--- config.mk ---
export PLATFORM = sky130hd
export DESIGN_NAME = acc_conversion_control
export DESIGN_NICKNAME = d
export VERILOG_FILES = /design/src/verilog/acc_pkg.sv /design/src/verilog/acc_conversion_control.sv
export SDC_FILE = /design/constraint.sdc
export NUM_CORES = 1
export LEC_CHECK = 0
export BUFFER_PORTS_ARGS = -buffer_cell sky130_fd_sc_hd__buf_2
export CAP_MARGIN = 20
export CORE_UTILIZATION = 45
export CTS_CLUSTER_SIZE = 8
export DETAILED_ROUTE_END_ITERATION = 8
export PLACE_DENSITY = 0.72
export RECOVER_POWER = 25
export SETUP_SLACK_MARGIN = 0.05
export SLEW_MARGIN = 20
export SYNTH_ARGS = -nofsm -noshare
export SYNTH_HDL_FRONTEND = slang
export SYNTH_SLANG_ARGS = --single-unit
--- constraint.sdc ---
create_clock -name aclk -period 6.8 [get_ports aclk]
set_clock_uncertainty 0.1 [all_clocks]
set_input_delay 0.34 -clock aclk [delete_from_list [all_inputs] [get_ports aclk]]
set_output_delay 0.34 -clock aclk [all_outputs]
set_load 0.05 [all_outputs]
--- src/verilog/acc_pkg.sv ---
// Purpose: Constants shared by the converter conversion control block
// Assumes: AXI4-Lite slave with 32-bit data, one aligned word per register
// Notes: Offsets are byte addresses

package acc_pkg;

  // ----------------------------------------------------------------
  // Register map
  // ----------------------------------------------------------------
  localparam logic [7:0] ACC_OFF_CTRL = 8'h00;
  localparam logic [7:0] ACC_OFF_DATA = 8'h04;
  localparam logic [7:0] ACC_OFF_PAIR = 8'h08;
  localparam logic [7:0] ACC_OFF_IRQ_STATUS = 8'h0C;
  localparam logic [7:0] ACC_OFF_IRQ_CLEAR = 8'h10;
  localparam logic [7:0] ACC_OFF_IRQ_ENABLE = 8'h14;
  localparam logic [7:0] ACC_OFF_PRIMARY = 8'h18;

  // ----------------------------------------------------------------
  // Control, primary and pair register fields
  // ----------------------------------------------------------------
  localparam int ACC_CTRL_ENABLE_BIT = 7;
  localparam int ACC_CTRL_TRACK_BIT = 6;
  localparam int ACC_CTRL_DONE_BIT = 5;
  localparam int ACC_CTRL_BUSY_BIT = 4;
  localparam int ACC_CTRL_SRC_LSB = 1;
  localparam int ACC_PRIMARY_BUSY_BIT = 4;
  localparam int ACC_PAIR_BITS = 4;

  // ----------------------------------------------------------------
  // Reset values
  // ----------------------------------------------------------------
  localparam logic [7:0] ACC_CTRL_RESET = 8'h00;
  localparam logic [7:0] ACC_PAIR_RESET = 8'h00;
  localparam logic [7:0] ACC_DATA_RESET = 8'h00;

  // ----------------------------------------------------------------
  // Start source codes
  // ----------------------------------------------------------------
  localparam logic [2:0] ACC_SRC_SOFTWARE = 3'h0;
  localparam logic [2:0] ACC_SRC_TIMER3 = 3'h1;
  localparam logic [2:0] ACC_SRC_EXTERNAL = 3'h2;
  localparam logic [2:0] ACC_SRC_TIMER2 = 3'h3;
  localparam logic [2:0] ACC_SRC_PRIMARY = 3'h4;

  // ----------------------------------------------------------------
  // Timing
  // ----------------------------------------------------------------
  localparam int ACC_TRACK_SAR_CLOCKS = 3;
  localparam int ACC_CONV_SAR_CLOCKS = 8;
  localparam int ACC_SAR_DIV = 20;

  // ----------------------------------------------------------------
  // Sequencer states and bus response codes
  // ----------------------------------------------------------------
  typedef enum logic [1:0] {
    ACC_IDLE,
    ACC_TRACK,
    ACC_CONVERT
  } acc_state_type;

  localparam logic [1:0] ACC_RESP_OKAY = 2'h0;
  localparam logic [1:0] ACC_RESP_SLVERR = 2'h2;

endpackage

--- src/verilog/acc_conversion_control.sv ---
// Purpose: Start selection, tracking sequencer, busy and done flags for an 8-bit SAR converter
// Assumes: Single clock aclk, synchronous active-low reset, AXI4-Lite register access
// Notes: The analog converter returns its result on sar_result at the end of a conversion

// Contract
// Exactly one of five start sources is chosen by the source select field
// Software writing one to the busy bit starts a conversion in software mode
// Timer 3 or timer 2 overflow starts a conversion in its timer mode
// A rising edge on external convert start begins a conversion in external mode
// Writing one to the primary busy bit starts both converters in companion mode
// Busy bit reads one throughout a conversion, zero when it completes
// Busy falling edge sets the done flag and requests an enabled interrupt
// The 8-bit result lands in the data register at completion
// Software clears done, sets busy, polls done, then reads the result
// Low-power select zero: track continuously except during a conversion
// Low-power select one: track 3 SAR clocks after each start, then convert
// Low-power with external start: track while the pin is low, convert on rise
// Tracking stops while the chip is in standby or sleep
// Allow at least 800 ns settling after a multiplexer change before starting
// Pair bit zero gives two single-ended inputs, one gives even plus, odd minus
// Pair bit 3 governs inputs 6 and 7, down to bit 0 for inputs 0 and 1
// Pair register bits 7 to 4 read zero and ignore writes
// Converter, track-and-hold and amplifier run only while enabled
// Start requests during a conversion or its tracking period are ignored
module acc_conversion_control
  import acc_pkg::*;
(
  input wire logic aclk,
  input wire logic aresetn,
  input wire logic [7:0] s_axi_awaddr,
  input wire logic s_axi_awvalid,
  output logic s_axi_awready,
  input wire logic [31:0] s_axi_wdata,
  input wire logic [3:0] s_axi_wstrb,
  input wire logic s_axi_wvalid,
  output logic s_axi_wready,
  output logic [1:0] s_axi_bresp,
  output logic s_axi_bvalid,
  input wire logic s_axi_bready,
  input wire logic [7:0] s_axi_araddr,
  input wire logic s_axi_arvalid,
  output logic s_axi_arready,
  output logic [31:0] s_axi_rdata,
  output logic [1:0] s_axi_rresp,
  output logic s_axi_rvalid,
  input wire logic s_axi_rready,
  input wire logic timer3_overflow,
  input wire logic timer2_overflow,
  input wire logic ext_convert_start,
  input wire logic chip_standby,
  input wire logic [7:0] sar_result,
  output logic track_enable,
  output logic convert_active,
  output logic analog_power_on,
  output logic primary_converter_start,
  output logic [3:0] pair_config_out,
  output logic irq
);

  // ----------------------------------------------------------------
  // Declarations
  // ----------------------------------------------------------------
  logic [7:0] converter_control_reg;
  logic [7:0] input_pair_config;
  logic [7:0] data_reg;
  logic conv_in_progress_bit;
  logic conv_done_flag;
  logic irq_enable;
  logic [2:0] ext_sync;
  logic ext_level;
  logic ext_level_d;
  logic ext_rise;
  logic [7:0] sar_div;
  logic sar_tick;
  logic [3:0] sar_count;
  acc_state_type state;
  logic have_aw;
  logic have_w;
  logic [7:0] aw_addr;
  logic [31:0] w_data;
  logic [3:0] w_strb;
  logic wr_fire;
  logic sw_start;
  logic primary_start;
  logic start_req;
  logic start_now;
  logic finish;
  logic done_clear;
  logic [2:0] src;
  logic low_power;
  logic enabled;

  function automatic logic addr_is(input logic [7:0] a, input logic [7:0] off);
    addr_is = (a[7:2] == off[7:2]);
  endfunction

  assign src = converter_control_reg[ACC_CTRL_SRC_LSB +: 3];
  assign low_power = converter_control_reg[ACC_CTRL_TRACK_BIT];
  assign enabled = converter_control_reg[ACC_CTRL_ENABLE_BIT];

  // ----------------------------------------------------------------
  // AXI4-Lite write channel
  // ----------------------------------------------------------------
  assign wr_fire = have_aw && have_w && !s_axi_bvalid;

  always_ff @(posedge aclk)
  begin
    if (!aresetn)
    begin
      have_aw <= 1'b0;
      have_w <= 1'b0;
      aw_addr <= 8'h00;
      w_data <= 32'h0000_0000;
      w_strb <= 4'h0;
      s_axi_awready <= 1'b0;
      s_axi_wready <= 1'b0;
      s_axi_bvalid <= 1'b0;
      s_axi_bresp <= ACC_RESP_OKAY;
    end
    else
    begin
      s_axi_awready <= !have_aw && !s_axi_awready && !s_axi_bvalid;
      s_axi_wready <= !have_w && !s_axi_wready && !s_axi_bvalid;
      if (s_axi_awvalid && s_axi_awready)
      begin
        have_aw <= 1'b1;
        aw_addr <= s_axi_awaddr;
        s_axi_awready <= 1'b0;
      end
      if (s_axi_wvalid && s_axi_wready)
      begin
        have_w <= 1'b1;
        w_data <= s_axi_wdata;
        w_strb <= s_axi_wstrb;
        s_axi_wready <= 1'b0;
      end
      if (wr_fire)
      begin
        have_aw <= 1'b0;
        have_w <= 1'b0;
        s_axi_bvalid <= 1'b1;
        if (addr_is(aw_addr, ACC_OFF_CTRL) || addr_is(aw_addr, ACC_OFF_PAIR)
            || addr_is(aw_addr, ACC_OFF_IRQ_CLEAR) || addr_is(aw_addr, ACC_OFF_IRQ_ENABLE)
            || addr_is(aw_addr, ACC_OFF_PRIMARY) || addr_is(aw_addr, ACC_OFF_DATA)
            || addr_is(aw_addr, ACC_OFF_IRQ_STATUS))
          s_axi_bresp <= ACC_RESP_OKAY;
        else
          s_axi_bresp <= ACC_RESP_SLVERR;
      end
      else if (s_axi_bvalid && s_axi_bready)
        s_axi_bvalid <= 1'b0;
    end
  end

  assign sw_start = wr_fire && addr_is(aw_addr, ACC_OFF_CTRL) && w_strb[0]
                    && w_data[ACC_CTRL_BUSY_BIT];
  assign primary_start = wr_fire && addr_is(aw_addr, ACC_OFF_PRIMARY) && w_strb[0]
                         && w_data[ACC_PRIMARY_BUSY_BIT];
  assign done_clear = wr_fire && w_strb[0] && ((addr_is(aw_addr, ACC_OFF_CTRL)
                      && !w_data[ACC_CTRL_DONE_BIT])
                      || (addr_is(aw_addr, ACC_OFF_IRQ_CLEAR) && w_data[0]));

  // ----------------------------------------------------------------
  // Control, pair configuration and interrupt enable registers
  // ----------------------------------------------------------------
  always_ff @(posedge aclk)
  begin
    if (!aresetn)
    begin
      converter_control_reg <= ACC_CTRL_RESET;
      input_pair_config <= ACC_PAIR_RESET;
      irq_enable <= 1'b0;
    end
    else if (wr_fire && w_strb[0])
    begin
      if (addr_is(aw_addr, ACC_OFF_CTRL))
        converter_control_reg <= w_data[7:0];
      if (addr_is(aw_addr, ACC_OFF_PAIR))
        input_pair_config <= {4'h0, w_data[ACC_PAIR_BITS-1:0]};
      if (addr_is(aw_addr, ACC_OFF_IRQ_ENABLE))
        irq_enable <= w_data[0];
    end
  end

  // ----------------------------------------------------------------
  // External start pin synchroniser
  // ----------------------------------------------------------------
  always_ff @(posedge aclk)
  begin
    if (!aresetn)
    begin
      ext_sync <= 3'h0;
      ext_level <= 1'b0;
      ext_level_d <= 1'b0;
    end
    else
    begin
      ext_sync <= {ext_sync[1:0], ext_convert_start};
      if (ext_sync[1] == ext_sync[2])
        ext_level <= ext_sync[2];
      ext_level_d <= ext_level;
    end
  end

  assign ext_rise = ext_level && !ext_level_d;

  // ----------------------------------------------------------------
  // Start source selection
  // ----------------------------------------------------------------
  always_comb
  begin
    case (src)
      ACC_SRC_SOFTWARE: start_req = sw_start;
      ACC_SRC_TIMER3: start_req = timer3_overflow;
      ACC_SRC_EXTERNAL: start_req = ext_rise;
      ACC_SRC_TIMER2: start_req = timer2_overflow;
      ACC_SRC_PRIMARY: start_req = primary_start;
      default: start_req = 1'b0;
    endcase
  end

  assign start_now = start_req && enabled && (state == ACC_IDLE);

  // ----------------------------------------------------------------
  // SAR clock divider
  // ----------------------------------------------------------------
  always_ff @(posedge aclk)
  begin
    if (!aresetn || state == ACC_IDLE)
    begin
      sar_div <= 8'h00;
      sar_tick <= 1'b0;
    end
    else if (sar_div == 8'(ACC_SAR_DIV - 1))
    begin
      sar_div <= 8'h00;
      sar_tick <= 1'b1;
    end
    else
    begin
      sar_div <= sar_div + 8'h01;
      sar_tick <= 1'b0;
    end
  end

  // ----------------------------------------------------------------
  // Track and convert sequencer
  // ----------------------------------------------------------------
  assign finish = (state == ACC_CONVERT) && sar_tick
                  && (sar_count == 4'(ACC_CONV_SAR_CLOCKS - 1));

  always_ff @(posedge aclk)
  begin
    if (!aresetn)
    begin
      state <= ACC_IDLE;
      sar_count <= 4'h0;
    end
    else if (!enabled)
    begin
      state <= ACC_IDLE;
      sar_count <= 4'h0;
    end
    else
    begin
      case (state)
        ACC_IDLE:
          if (start_now)
          begin
            sar_count <= 4'h0;
            if (low_power && src != ACC_SRC_EXTERNAL)
              state <= ACC_TRACK;
            else
              state <= ACC_CONVERT;
          end
        ACC_TRACK:
          if (sar_tick)
          begin
            if (sar_count == 4'(ACC_TRACK_SAR_CLOCKS - 1))
            begin
              sar_count <= 4'h0;
              state <= ACC_CONVERT;
            end
            else
              sar_count <= sar_count + 4'h1;
          end
        ACC_CONVERT:
          if (finish)
          begin
            sar_count <= 4'h0;
            state <= ACC_IDLE;
          end
          else if (sar_tick)
            sar_count <= sar_count + 4'h1;
        default:
          state <= ACC_IDLE;
      endcase
    end
  end

  // ----------------------------------------------------------------
  // Busy, done flag and result
  // ----------------------------------------------------------------
  always_ff @(posedge aclk)
  begin
    if (!aresetn)
    begin
      conv_in_progress_bit <= 1'b0;
      conv_done_flag <= 1'b0;
      data_reg <= ACC_DATA_RESET;
    end
    else
    begin
      if (start_now)
        conv_in_progress_bit <= 1'b1;
      else if (finish || !enabled)
        conv_in_progress_bit <= 1'b0;
      if (finish)
      begin
        conv_done_flag <= 1'b1;
        data_reg <= sar_result;
      end
      else if (done_clear)
        conv_done_flag <= 1'b0;
    end
  end

  // ----------------------------------------------------------------
  // Analog side outputs and interrupt
  // ----------------------------------------------------------------
  always_ff @(posedge aclk)
  begin
    if (!aresetn)
    begin
      track_enable <= 1'b0;
      convert_active <= 1'b0;
      analog_power_on <= 1'b0;
      primary_converter_start <= 1'b0;
      pair_config_out <= 4'h0;
      irq <= 1'b0;
    end
    else
    begin
      analog_power_on <= enabled;
      convert_active <= (state == ACC_CONVERT);
      if (!enabled || chip_standby || state == ACC_CONVERT)
        track_enable <= 1'b0;
      else if (!low_power)
        track_enable <= 1'b1;
      else if (src == ACC_SRC_EXTERNAL)
        track_enable <= !ext_level;
      else
        track_enable <= (state == ACC_TRACK);
      primary_converter_start <= primary_start && (src == ACC_SRC_PRIMARY);
      pair_config_out <= input_pair_config[3:0];
      irq <= (finish || (conv_done_flag && !done_clear)) && irq_enable;
    end
  end

  // ----------------------------------------------------------------
  // AXI4-Lite read channel
  // ----------------------------------------------------------------
  always_ff @(posedge aclk)
  begin
    if (!aresetn)
    begin
      s_axi_arready <= 1'b0;
      s_axi_rvalid <= 1'b0;
      s_axi_rdata <= 32'h0000_0000;
      s_axi_rresp <= ACC_RESP_OKAY;
    end
    else
    begin
      s_axi_arready <= !s_axi_arready && !s_axi_rvalid;
      if (s_axi_arvalid && s_axi_arready)
      begin
        s_axi_arready <= 1'b0;
        s_axi_rvalid <= 1'b1;
        s_axi_rresp <= ACC_RESP_OKAY;
        s_axi_rdata <= 32'h0000_0000;
        if (addr_is(s_axi_araddr, ACC_OFF_CTRL))
          s_axi_rdata[7:0] <= {converter_control_reg[7:6], conv_done_flag,
                               conv_in_progress_bit, converter_control_reg[3:0]};
        else if (addr_is(s_axi_araddr, ACC_OFF_DATA))
          s_axi_rdata[7:0] <= data_reg;
        else if (addr_is(s_axi_araddr, ACC_OFF_PAIR))
          s_axi_rdata[7:0] <= input_pair_config;
        else if (addr_is(s_axi_araddr, ACC_OFF_IRQ_STATUS))
          s_axi_rdata[0] <= conv_done_flag;
        else if (addr_is(s_axi_araddr, ACC_OFF_IRQ_ENABLE))
          s_axi_rdata[0] <= irq_enable;
        else if (addr_is(s_axi_araddr, ACC_OFF_IRQ_CLEAR) || addr_is(s_axi_araddr, ACC_OFF_PRIMARY))
          s_axi_rresp <= ACC_RESP_OKAY;
        else
          s_axi_rresp <= ACC_RESP_SLVERR;
      end
      else if (s_axi_rvalid && s_axi_rready)
        s_axi_rvalid <= 1'b0;
    end
  end

endmodule

==> reports/summary.txt, run 1 <==
Worst EP arrival: 3020 ps
post-CTS setup buffer count: 0
wire per inst: 12.8 um
Post-CTS Hold Buffers: 0
RSZ-0062 raised after global routing: no
Antenna Nets Post-Route: 0
Synth Flop Type: dfxtp_1
die area: 0.00861 sq mm
layout cells sized above 1: 17.8%
Max VDD drop: 0.125 mV
highest-count cells in the layout ignoring fill and taps: dfxtp_1, buf_2, nand2_1, nor2_1, conb_1
Area Overhead vs Synth: 12.3%
Crit. End Element: flop
Worst Setup Start Kind: input port
Root Buffer: clkbuf_8
Synthesis Warnings: 0
Setup Crit Path Kind: input port to flop
GRT Overall Usage: 17.6%
Core Util, Final: 53.0%
sequential share of the synthesized area: 44.3%
Final GP Congestion: 0.775
global-route wire length before repair: 12200 um
hold violation count in the final report: 0
pwr dens: 220 mW/mm^2
starting density of the core: 47.2%
Slew Viols, Final: 66
Worst EP required: 6970 ps
nets@finish: 544
clock latency at the later pin of the worst-skew pair: 340 ps
Starting DRT DRC Count: 98
Remaining Overflow, GRT: 0
number of port buffers: 63
initial antenna violation count: 0
DR DRC count: 0
WL final: 7360 um
syn_area_per_cell: 9.02 sq um
CTS tree: built
Fillers: 749
vias in the first global route: 2587
overall power: 914 uW
die height: 92.8 um
CTS clock-pin slew for the worst setup and hold paths: 80 ps
endpoints failing setup: 0
asr flop ratio synth: 0%
min cycle time layout: 2840 ps
DRT Pass-1 Iters: 4
die outline width: 92.8 um
CTS sink count: 82
status: complete, but fails checks
maximum number of pins on one net before global-route repair: 66
failing checks: capacitance limit, slew limit
relative slew slack: -42.5%
htree depth: 3
core area: 0.00785 sq mm
worst slew pin tran: 2140 ps
commonest non-fill, non-tap cell in the layout: dfxtp_1
drt via density: 5.01
# diodes: 0
via count: 2872
synth unique cells: 51
class of the worst hold path: input port to flop
Post-synth EDFFs: 0
max_cap viols: 1
CTS max path bufs: 2
cells after synthesis: 411
f_max: 352 MHz
crit share post-route: 41.8%
Pleak: 1.65 nW
setup slack, reg-to-reg: 3960 ps
Sequential cell area: 0.00164 sq mm
row count: 32
cts repair resizes: 0
area of the multi-input gates: 0.00187 sq mm
mapped cell area: 0.00371 sq mm
Fin Setup TNS: 0 ps
I/O Pins: 121
total CTS buffers: 9
#FFs+latches synth: 82
critical path peak fanout: 65
Post-DP HPWL: 5300 um
stage by stage:
stage	worst slack, ps	instance area, sq um	hold slack [ps]	cells
3_3_place_gp	4100	3980	317	557
6_report	3960	4160	104	573
3_5_place_dp	4020	3980	321	557
4_1_cts	4000	4160	92.8	573
5_1_grt	3490	4160	122	573
2_1_floorplan	4390	3800	312	436
layer usage:
layer | global-route usage [%] | vias to the layer above | share of wire, % | wire (um)
met5 | 0 | - | 0 | 0
met4 | 6.54 | 0 | 1.4 | 103
met3 | 2.96 | 7 | 4.1 | 298
met2 | 27.9 | 78 | 45 | 3350
met1 | 23.9 | 1310 | 49 | 3610
li1 | - | 1477 | - | -
area by class of cell:
type,count,share of cell area (%)
Clock buffer,9,2.98
Clock inverter,7,1.29
Inverter,8,0.721
Multi-Input combinational cell,302,45.0
Sequential cell,82,39.4
Tap cell,102,3.07
Timing Repair Buffer,63,7.54
cells by family after synthesis:
group | after synthesis | share of synthesized area (%)
DFF | 82 | 44.3
adders and majority gates | 7 | 2.36
and+or+nand+nor | 176 | 25.8
other | 1 | 0.101
xor gates and xnor gates | 5 | 1.18
AOI/OAI and AO/OA | 68 | 13.0
buffers and inverters | 52 | 7.93
muxes | 20 | 5.43
synth_stat cells, types with 2 or more instances:
cell / count / share of area (%)
nand3_1: 13 / 1.8
nor2b_1: 22 / 3.7
nor4_1: 4 / 0.67
dfxtp_1: 82 / 44
mux2i_1: 19 / 5.1
and2_1: 14 / 2.4
nor3b_1: 7 / 1.4
a21oi_1: 11 / 1.5
o21ai_0: 10 / 1.4
ha_1: 7 / 2.4
xor2_1: 4 / 0.94
or3_1: 2 / 0.34
inv_1: 8 / 0.81
and4_1: 2 / 0.47
a22o_1: 3 / 0.71
nand4_1: 4 / 0.67
nand4b_1: 3 / 0.71
nand2_1: 49 / 5.0
clkbuf_1: 16 / 1.6
nand2b_1: 9 / 1.5
o211ai_1: 4 / 0.81
nand4bb_1: 2 / 0.61
buf_4: 26 / 5.3
nor3_1: 6 / 0.81
a221oi_1: 5 / 1.2
a21boi_0: 23 / 4.7
nand3b_1: 2 / 0.40
nor2_1: 30 / 3.0
nor4_4: 2 / 1.1
worst max-delay path, stage by stage:
cell,delay [ps]
clkbuf_1,1490
nand2_1,390
inv_1,290
nand2_1,80
nor2_1,200
o211ai_1,120
o21ai_0,90
final timing paths:
kind                           from            to  cells after the start
setup / recovery            aresetn  sar_count[3]                      7
hold / removal    ext_convert_start   ext_sync[0]                      2
setup reg to reg         aw_addr[7]  sar_count[2]                      6
hold reg to reg         ext_sync[0]   ext_sync[1]                      1
where the power goes:
part | internal, mW | switching [mW] | total (mW) | leakage [nW]
clock network | 0.134 | 0.183 | 0.318 | 0.0818
logic | 0.0249 | 0.0718 | 0.0967 | 0.909
registers | 0.490 | 0.00948 | 0.500 | 0.664
Power figures use the tool's default switching activity.
==> run 2, diff against run 1 <==
--- a/config.mk
+++ b/config.mk
@@ -5,12 +5,13 @@
 export SDC_FILE = /design/constraint.sdc
 export NUM_CORES = 1
 export LEC_CHECK = 0
+export ABC_AREA = 1
 export BUFFER_PORTS_ARGS = -buffer_cell sky130_fd_sc_hd__buf_2
 export CAP_MARGIN = 20
 export CORE_UTILIZATION = 45
 export CTS_CLUSTER_SIZE = 8
 export DETAILED_ROUTE_END_ITERATION = 8
-export PLACE_DENSITY = 0.72
+export PLACE_DENSITY = 0.76
 export RECOVER_POWER = 25
 export SETUP_SLACK_MARGIN = 0.05
 export SLEW_MARGIN = 20
==> constraint.sdc (replaced) <==
create_clock -name aclk -period 2.6 [get_ports aclk]
set_clock_uncertainty 0.1 [all_clocks]
set_input_delay 0.13 -clock aclk [delete_from_list [all_inputs] [get_ports aclk]]
set_output_delay 0.13 -clock aclk [all_outputs]
set_load 0.05 [all_outputs]
==> reports/summary.txt, run 2 <==
status: finished clean (was complete, but fails checks)
Sequential cell area: 0.00164 sq mm (unchanged)
mapped cell area: 0.00358 sq mm (was 0.00371 sq mm)
crit share post-route: 73.2%
min cycle time layout: 1900 ps
cells after synthesis: 474 (was 411)
relative slew slack: 49.8% (was -42.5%)
endpoints failing setup: 0 (unchanged)
RSZ-0062 raised after global routing: no (unchanged)
critical path peak fanout: 19 (was 65)
clock latency at the later pin of the worst-skew pair: 360 ps (was 340 ps)
Post-DP HPWL: 5380 um (was 5300 um)
starting density of the core: 46.5% (was 47.2%)
# diodes: 0 (unchanged)
GRT Overall Usage: 19.9% (was 17.6%)
die height: 91.1 um (was 92.8 um)
Starting DRT DRC Count: 170 (was 98)
top-count cell post-synth: dfxtp_1 (unchanged)
Root Buffer: clkbuf_8 (unchanged)
max_cap viols: 0 (was 1)
worst slew pin tran: 747 ps (was 2140 ps)
via count: 3252 (was 2872)
class of the worst hold path: input port to flop (unchanged)
total CTS buffers: 9 (unchanged)
WL final: 7720 um (was 7360 um)
Synth Flop Type: dfxtp_1 (unchanged)
Worst Setup Start Kind: flop (was input port)
critical path, cell by cell: inv_1, ha_1, nand4_2, buf_4, a21oi_1, nand3_2, nor2_1, nor2_1 (was clkbuf_1, nand2_1, inv_1, nand2_1, nor2_1, o211ai_1, o21ai_0)
core area: 0.00769 sq mm (was 0.00785 sq mm)
CP max-delay cell: a21oi_1 (was clkbuf_1)
die area: 0.00831 sq mm (was 0.00861 sq mm)
Remaining Overflow, GRT: 0 (unchanged)
DRT Pass-1 Iters: 5 (was 4)
sequential share of the synthesized area: 45.9% (was 44.3%)
Switching Power: 709 uW (was 265 uW)
global-route wire length before repair: 13300 um (was 12200 um)
row count: 32 (unchanged)
layout cells sized above 1: 14.3% (was 17.8%)
initial antenna violation count: 0 (unchanged)
syn_area_per_cell: 7.54 sq um (was 9.02 sq um)
f_max: 526 MHz
Post-synth EDFFs: 0 (unchanged)
Synthesis Warnings: 0 (unchanged)
CTS sink count: 82 (unchanged)
CTS max path bufs: 2 (unchanged)
highest-count cells in the layout ignoring fill and taps: dfxtp_1, inv_1, o21ai_0, buf_2, nor2_1 (was dfxtp_1, buf_2, nand2_1, nor2_1, conb_1)
Crit. End Element: flop (unchanged)
cts repair resizes: 0 (unchanged)
CTS clock-pin slew for the worst setup and hold paths: 80 ps (about the same)
Worst path max stage delay: 340 ps (was 1490 ps)
Gate power share: 13.2% (was 10.6%)
drt via density: 4.82 (was 5.01)
CP delay by family, top: simple AND/OR/NAND/NOR gates (was buffers and inverters)
sequential power share: 53.4% (was 54.7%)
DR DRC count: 0 (unchanged)
Antenna Nets Post-Route: 0 (unchanged)
critical path buffer and inverter count: 2 (unchanged)
Fillers: 720 (was 749)
CTS tree: built (unchanged)
Clk pwr share: 33.4% (was 34.8%)
CP dominant cell by count: nor2_1 (was nand2_1)
pwr dens: 569 mW/mm^2 (was 220 mW/mm^2)
top post-synthesis cells by count: dfxtp_1, inv_1, o21ai_0, nor2_1, nand2_1 (was dfxtp_1, nand2_1, nor2_1, buf_4, a21boi_0)
Power Internal: 1.76 mW (was 649 uW)
hold violation count in the final report: 0 (unchanged)
Worst EP arrival: 2050 ps (was 3020 ps)
Core Util, Final: 56.4% (was 53.0%)
asr flop ratio synth: 0% (unchanged)
Synth area leaders: dfxtp_1, o21ai_0, inv_1, a21oi_1, nor2_1 (was dfxtp_1, buf_4, mux2i_1, nand2_1, a21boi_0)
Final GP Congestion: 0.837 (was 0.775)
#FFs+latches synth: 82 (unchanged)
Slew Viols, Final: 0 (was 66)
number of port buffers: 63 (unchanged)
vias in the first global route: 3089 (was 2587)
wire per inst: 11.5 um (was 12.8 um)
Pleak: 2.01 nW (was 1.65 nW)
Fin Setup TNS: 0 ps (unchanged)
area leader, netlist: dfxtp_1 (unchanged)
Area Overhead vs Synth: 21.2% (was 12.3%)
synth unique cells: 32 (was 51)
die outline width: 91.1 um (was 92.8 um)
nets@finish: 645 (was 544)
commonest non-fill, non-tap cell in the layout: dfxtp_1 (unchanged)
htree depth: 3 (unchanged)
Net Sw Frac: 28.7% (was 29.0%)
I/O Pins: 121 (unchanged)
Max VDD drop: 0.295 mV (was 0.125 mV)
Setup Crit Path Kind: flop to flop (was input port to flop)
Worst EP required: 2750 ps (was 6970 ps)
Synth top area share: 45.9% (was 44.3%)
maximum number of pins on one net before global-route repair: 53 (was 66)
area of the multi-input gates: 0.00150 sq mm (was 0.00187 sq mm)
## run 2: through the flow
stage	area [sq um]	setup WS (ps)	std cells	power (mW)	hold slack (ps)
floorplan	3670	871	499	1.60	109
global placement	3890	788	629	1.63	216
global route	4330	545	674	2.58	74.7
detailed placement	3890	720	629	1.64	221
finish	4330	698	674	2.47	81.5
CTS	4350	710	674	2.49	52.1
## run 2: worst paths after layout
path | to | from | slack [ps] | cells past startpoint
max | state[0] | state[0] | 700 | 8
min | s_axi_rvalid | s_axi_arvalid | 80 | 3
max reg2reg | state[0] | state[0] | 700 | 8
min reg2reg | ext_sync[1] | ext_sync[0] | 320 | 2
## run 2: cell families after synthesis
group / count (synthesis) / synth area share [%]
XOR/XNOR: 1 / 0.245
buffers and inverters: 112 / 14.5
other: 1 / 0.105
AO/OA/AOI/OAI: 111 / 16.3
flip-flops: 82 / 45.9
adder cells (fa/ha/maj): 7 / 2.45
AND/OR/NAND/NOR: 160 / 20.5
## run 2: cell type report
cell class / count / share of cell area, %
Sequential cell: 82 / 37.9
Multi-Input combinational cell: 305 / 34.6
Timing Repair Buffer: 94 / 14.2
Inverter: 75 / 6.50
Clock buffer: 12 / 3.35
Tap cell: 102 / 2.94
Clock inverter: 4 / 0.606
## run 2: worst register-to-register path, cell delays in order (launching register included)
cell	delay, ps
dfxtp_1	330
inv_1	110
ha_1	270
nand4_2	110
buf_4	200
a21oi_1	340
nand3_2	160
nor2_1	120
nor2_1	50
## run 2: repair_timing
| action | 4_1_cts | 5_1_grt |
|---|---|---|
| setup buffers | 0 | 0 |
| hold buffers | 29 | 0 |
| hold endpoints to repair | 28 | 0 |
## run 2: routing by layer
layer  global-route usage (%)  part of all wire (%)  vias up
met5                        0                     0        -
met4                     9.79                   2.0        0
met3                     4.94                   4.7       14
met2                     33.6                    47       94
met1                     23.5                    47     1474
li1                         -                     -     1670
## run 2: power groups by stage
stage	logic [mW]	registers [mW]	clock network, mW
3_3_place_gp	0.288	1.35	0
3_5_place_dp	0.292	1.35	0
4_1_cts	0.325	1.32	0.843
5_1_grt	0.357	1.32	0.898
2_1_floorplan	0.203	1.40	0
6_report	0.326	1.32	0.823
==> run 3, diff against run 2 <==
==> constraint.sdc (replaced) <==
create_clock -name aclk -period 1.7 [get_ports aclk]
set_clock_uncertainty 0.1 [all_clocks]
set_input_delay 0.085 -clock aclk [delete_from_list [all_inputs] [get_ports aclk]]
set_output_delay 0.085 -clock aclk [all_outputs]
set_load 0.05 [all_outputs]
==> reports/summary.txt, run 3 (synthesis results as in run 2) <==
status: finished clean (unchanged)
Post-DP HPWL: 5480 um (was 5380 um)
Starting DRT DRC Count: 259 (was 170)
Switching Power: 1.14 mW (was 709 uW)
Worst EP required: 1850 ps (was 2750 ps)
clock latency at the later pin of the worst-skew pair: 370 ps (was 360 ps)
relative slew slack: 50.3% (was 49.8%)
pwr dens: 872 mW/mm^2 (was 569 mW/mm^2)
CP max-delay cell: dfxtp_2 (was a21oi_1)
CTS max path bufs: 2 (unchanged)
Net Sw Frac: 28.4% (was 28.7%)
Worst EP arrival: 1760 ps (was 2050 ps)
Power Internal: 2.86 mW (was 1.76 mW)
vias in the first global route: 2999 (was 3089)
Clk pwr share: 36.1% (was 33.4%)
total CTS buffers: 9 (unchanged)
Core Util, Final: 59.7% (was 56.4%)
DR DRC count: 0 (unchanged)
CTS tree: built (unchanged)
core area: 0.00769 sq mm (unchanged)
Placed Instances: 636 (was 629)
die height: 91.1 um (unchanged)
Remaining Overflow, GRT: 0 (unchanged)
Slew Viols, Final: 0 (unchanged)
via count: 3356 (was 3252)
Max VDD drop: 0.493 mV (was 0.295 mV)
overall power: 4.00 mW (was 2.47 mW)
GRT Overall Usage: 19.8% (was 19.9%)
drt via density: 4.89 (was 4.82)
crit share post-route: 94.8% (was 73.2%)
pre-CTS setup slack: -24.1 ps (was 720 ps)
maximum number of pins on one net before global-route repair: 50 (was 53)
sequential power share: 50.5% (was 53.4%)
global-route wire length before repair: 13000 um (was 13300 um)
DRT Pass-1 Iters: 4 (was 5)
CTS clock-pin slew for the worst setup and hold paths: 90 ps (was 80 ps)
hold slack final: 25.2 ps (was 81.5 ps)
layout cells sized above 1: 20.0% (was 14.3%)
post-route cell area: 0.00459 sq mm (was 0.00433 sq mm)
CTS sink count: 82 (unchanged)
hold violation count in the final report: 0 (unchanged)
number of port buffers: 63 (unchanged)
WL final: 8340 um (was 7720 um)
nets@finish: 657 (was 645)
Area Overhead vs Synth: 28.3% (was 21.2%)
critical path, cell by cell: nor2_4, nand2_2, nor2_4, nand3_2, nand2_2, nand2_2, nand2_2, nand2_2, nand2_4, nand3_2, nor2_1, nor2_1 (was inv_1, ha_1, nand4_2, buf_4, a21oi_1, nand3_2, nor2_1, nor2_1)
Fin Setup TNS: 0 ps (unchanged)
endpoints failing setup: 0 (unchanged)
I/O Pins: 121 (unchanged)
highest-count cells in the layout ignoring fill and taps: inv_1, dfxtp_1, nor2_1, o21ai_0, buf_2 (was dfxtp_1, inv_1, o21ai_0, buf_2, nor2_1)
Root Buffer: clkbuf_8 (unchanged)
critical path peak fanout: 4 (was 19)
class of the worst hold path: input port to flop (unchanged)
Setup Crit Path Kind: flop to flop (unchanged)
die area: 0.00831 sq mm (unchanged)
row count: 32 (unchanged)
# diodes: 0 (unchanged)
non-filler cells, final: 686 (was 674)
Worst Setup Start Kind: flop (unchanged)
Final Worst Setup Slack: 88.8 ps (was 698 ps)
initial antenna violation count: 0 (unchanged)
Final GP Congestion: 0.869 (was 0.837)
f_max: 621 MHz (was 526 MHz)
Worst path max stage delay: 340 ps (about the same)
RSZ-0062 raised after global routing: yes (was no)
die outline width: 91.1 um (unchanged)
max_cap viols: 0 (unchanged)
min cycle time layout: 1610 ps (was 1900 ps)
Gate power share: 13.4% (was 13.2%)
worst slew pin tran: 745 ps (was 747 ps)
CP dominant cell by count: nand2_2 (was nor2_1)
starting density of the core: 46.5% (unchanged)
Antenna Nets Post-Route: 0 (unchanged)
htree depth: 3 (unchanged)
Crit. End Element: flop (unchanged)
placed cell areas: 0.00395 sq mm (was 0.00389 sq mm)
wire per inst: 12.2 um (was 11.5 um)
Pleak: 2.06 nW (was 2.01 nW)
run 3: worst max-delay path, delay by kind of cell, from the launching register on:
kind / cells / cell delay, ps
simple gates: 12 / 1050
flops: 1 / 340
run 3: what timing repair did:
item	4_1_cts	5_1_grt
pin swaps	0	7
hold buffers	33	0
hold endpoints to repair	30	0
setup buffers	0	1
resized for setup	2	42
setup endpoints to repair	3	28
run 3: final timing paths:
kind                                    start      endpoint  cells after the start  slack, ps
worst min register to register    ext_sync[0]   ext_sync[1]                      2        310
worst max-delay path               aw_addr[6]      state[1]                     12         90
worst min-delay path            s_axi_arvalid  s_axi_rvalid                      4         30
worst max register to register     aw_addr[6]      state[1]                     12         90
run 3: routing by layer:
| layer | GRT usage (%) | vias up | share of wire, % |
|---|---|---|---|
| met4 | 11.1 | 0 | 2.3 |
| li1 | - | 1699 | - |
| met2 | 33.0 | 118 | 48 |
| met3 | 4.27 | 15 | 5.4 |
| met5 | 0 | - | 0 |
| met1 | 23.6 | 1524 | 44 |
run 3: area by class of cell:
class / count / area (sq um)
repair buffers: 106 / 704
multi-input cells: 305 / 1610
clock inverters: 5 / 62.6
flip-flops and latches: 82 / 1660
clock buffers: 11 / 141
well taps: 102 / 128
inverters: 75 / 282
fillers: 685 / 3100
run 3: power by group through the flow:
stage	registers (mW)	logic [mW]	clock network (mW)
floorplan	2.13	0.310	0
global placement	2.06	0.447	0
detailed placement	2.06	0.454	0
CTS	2.02	0.513	1.48
global route	2.03	0.577	1.56
finish	2.02	0.536	1.45
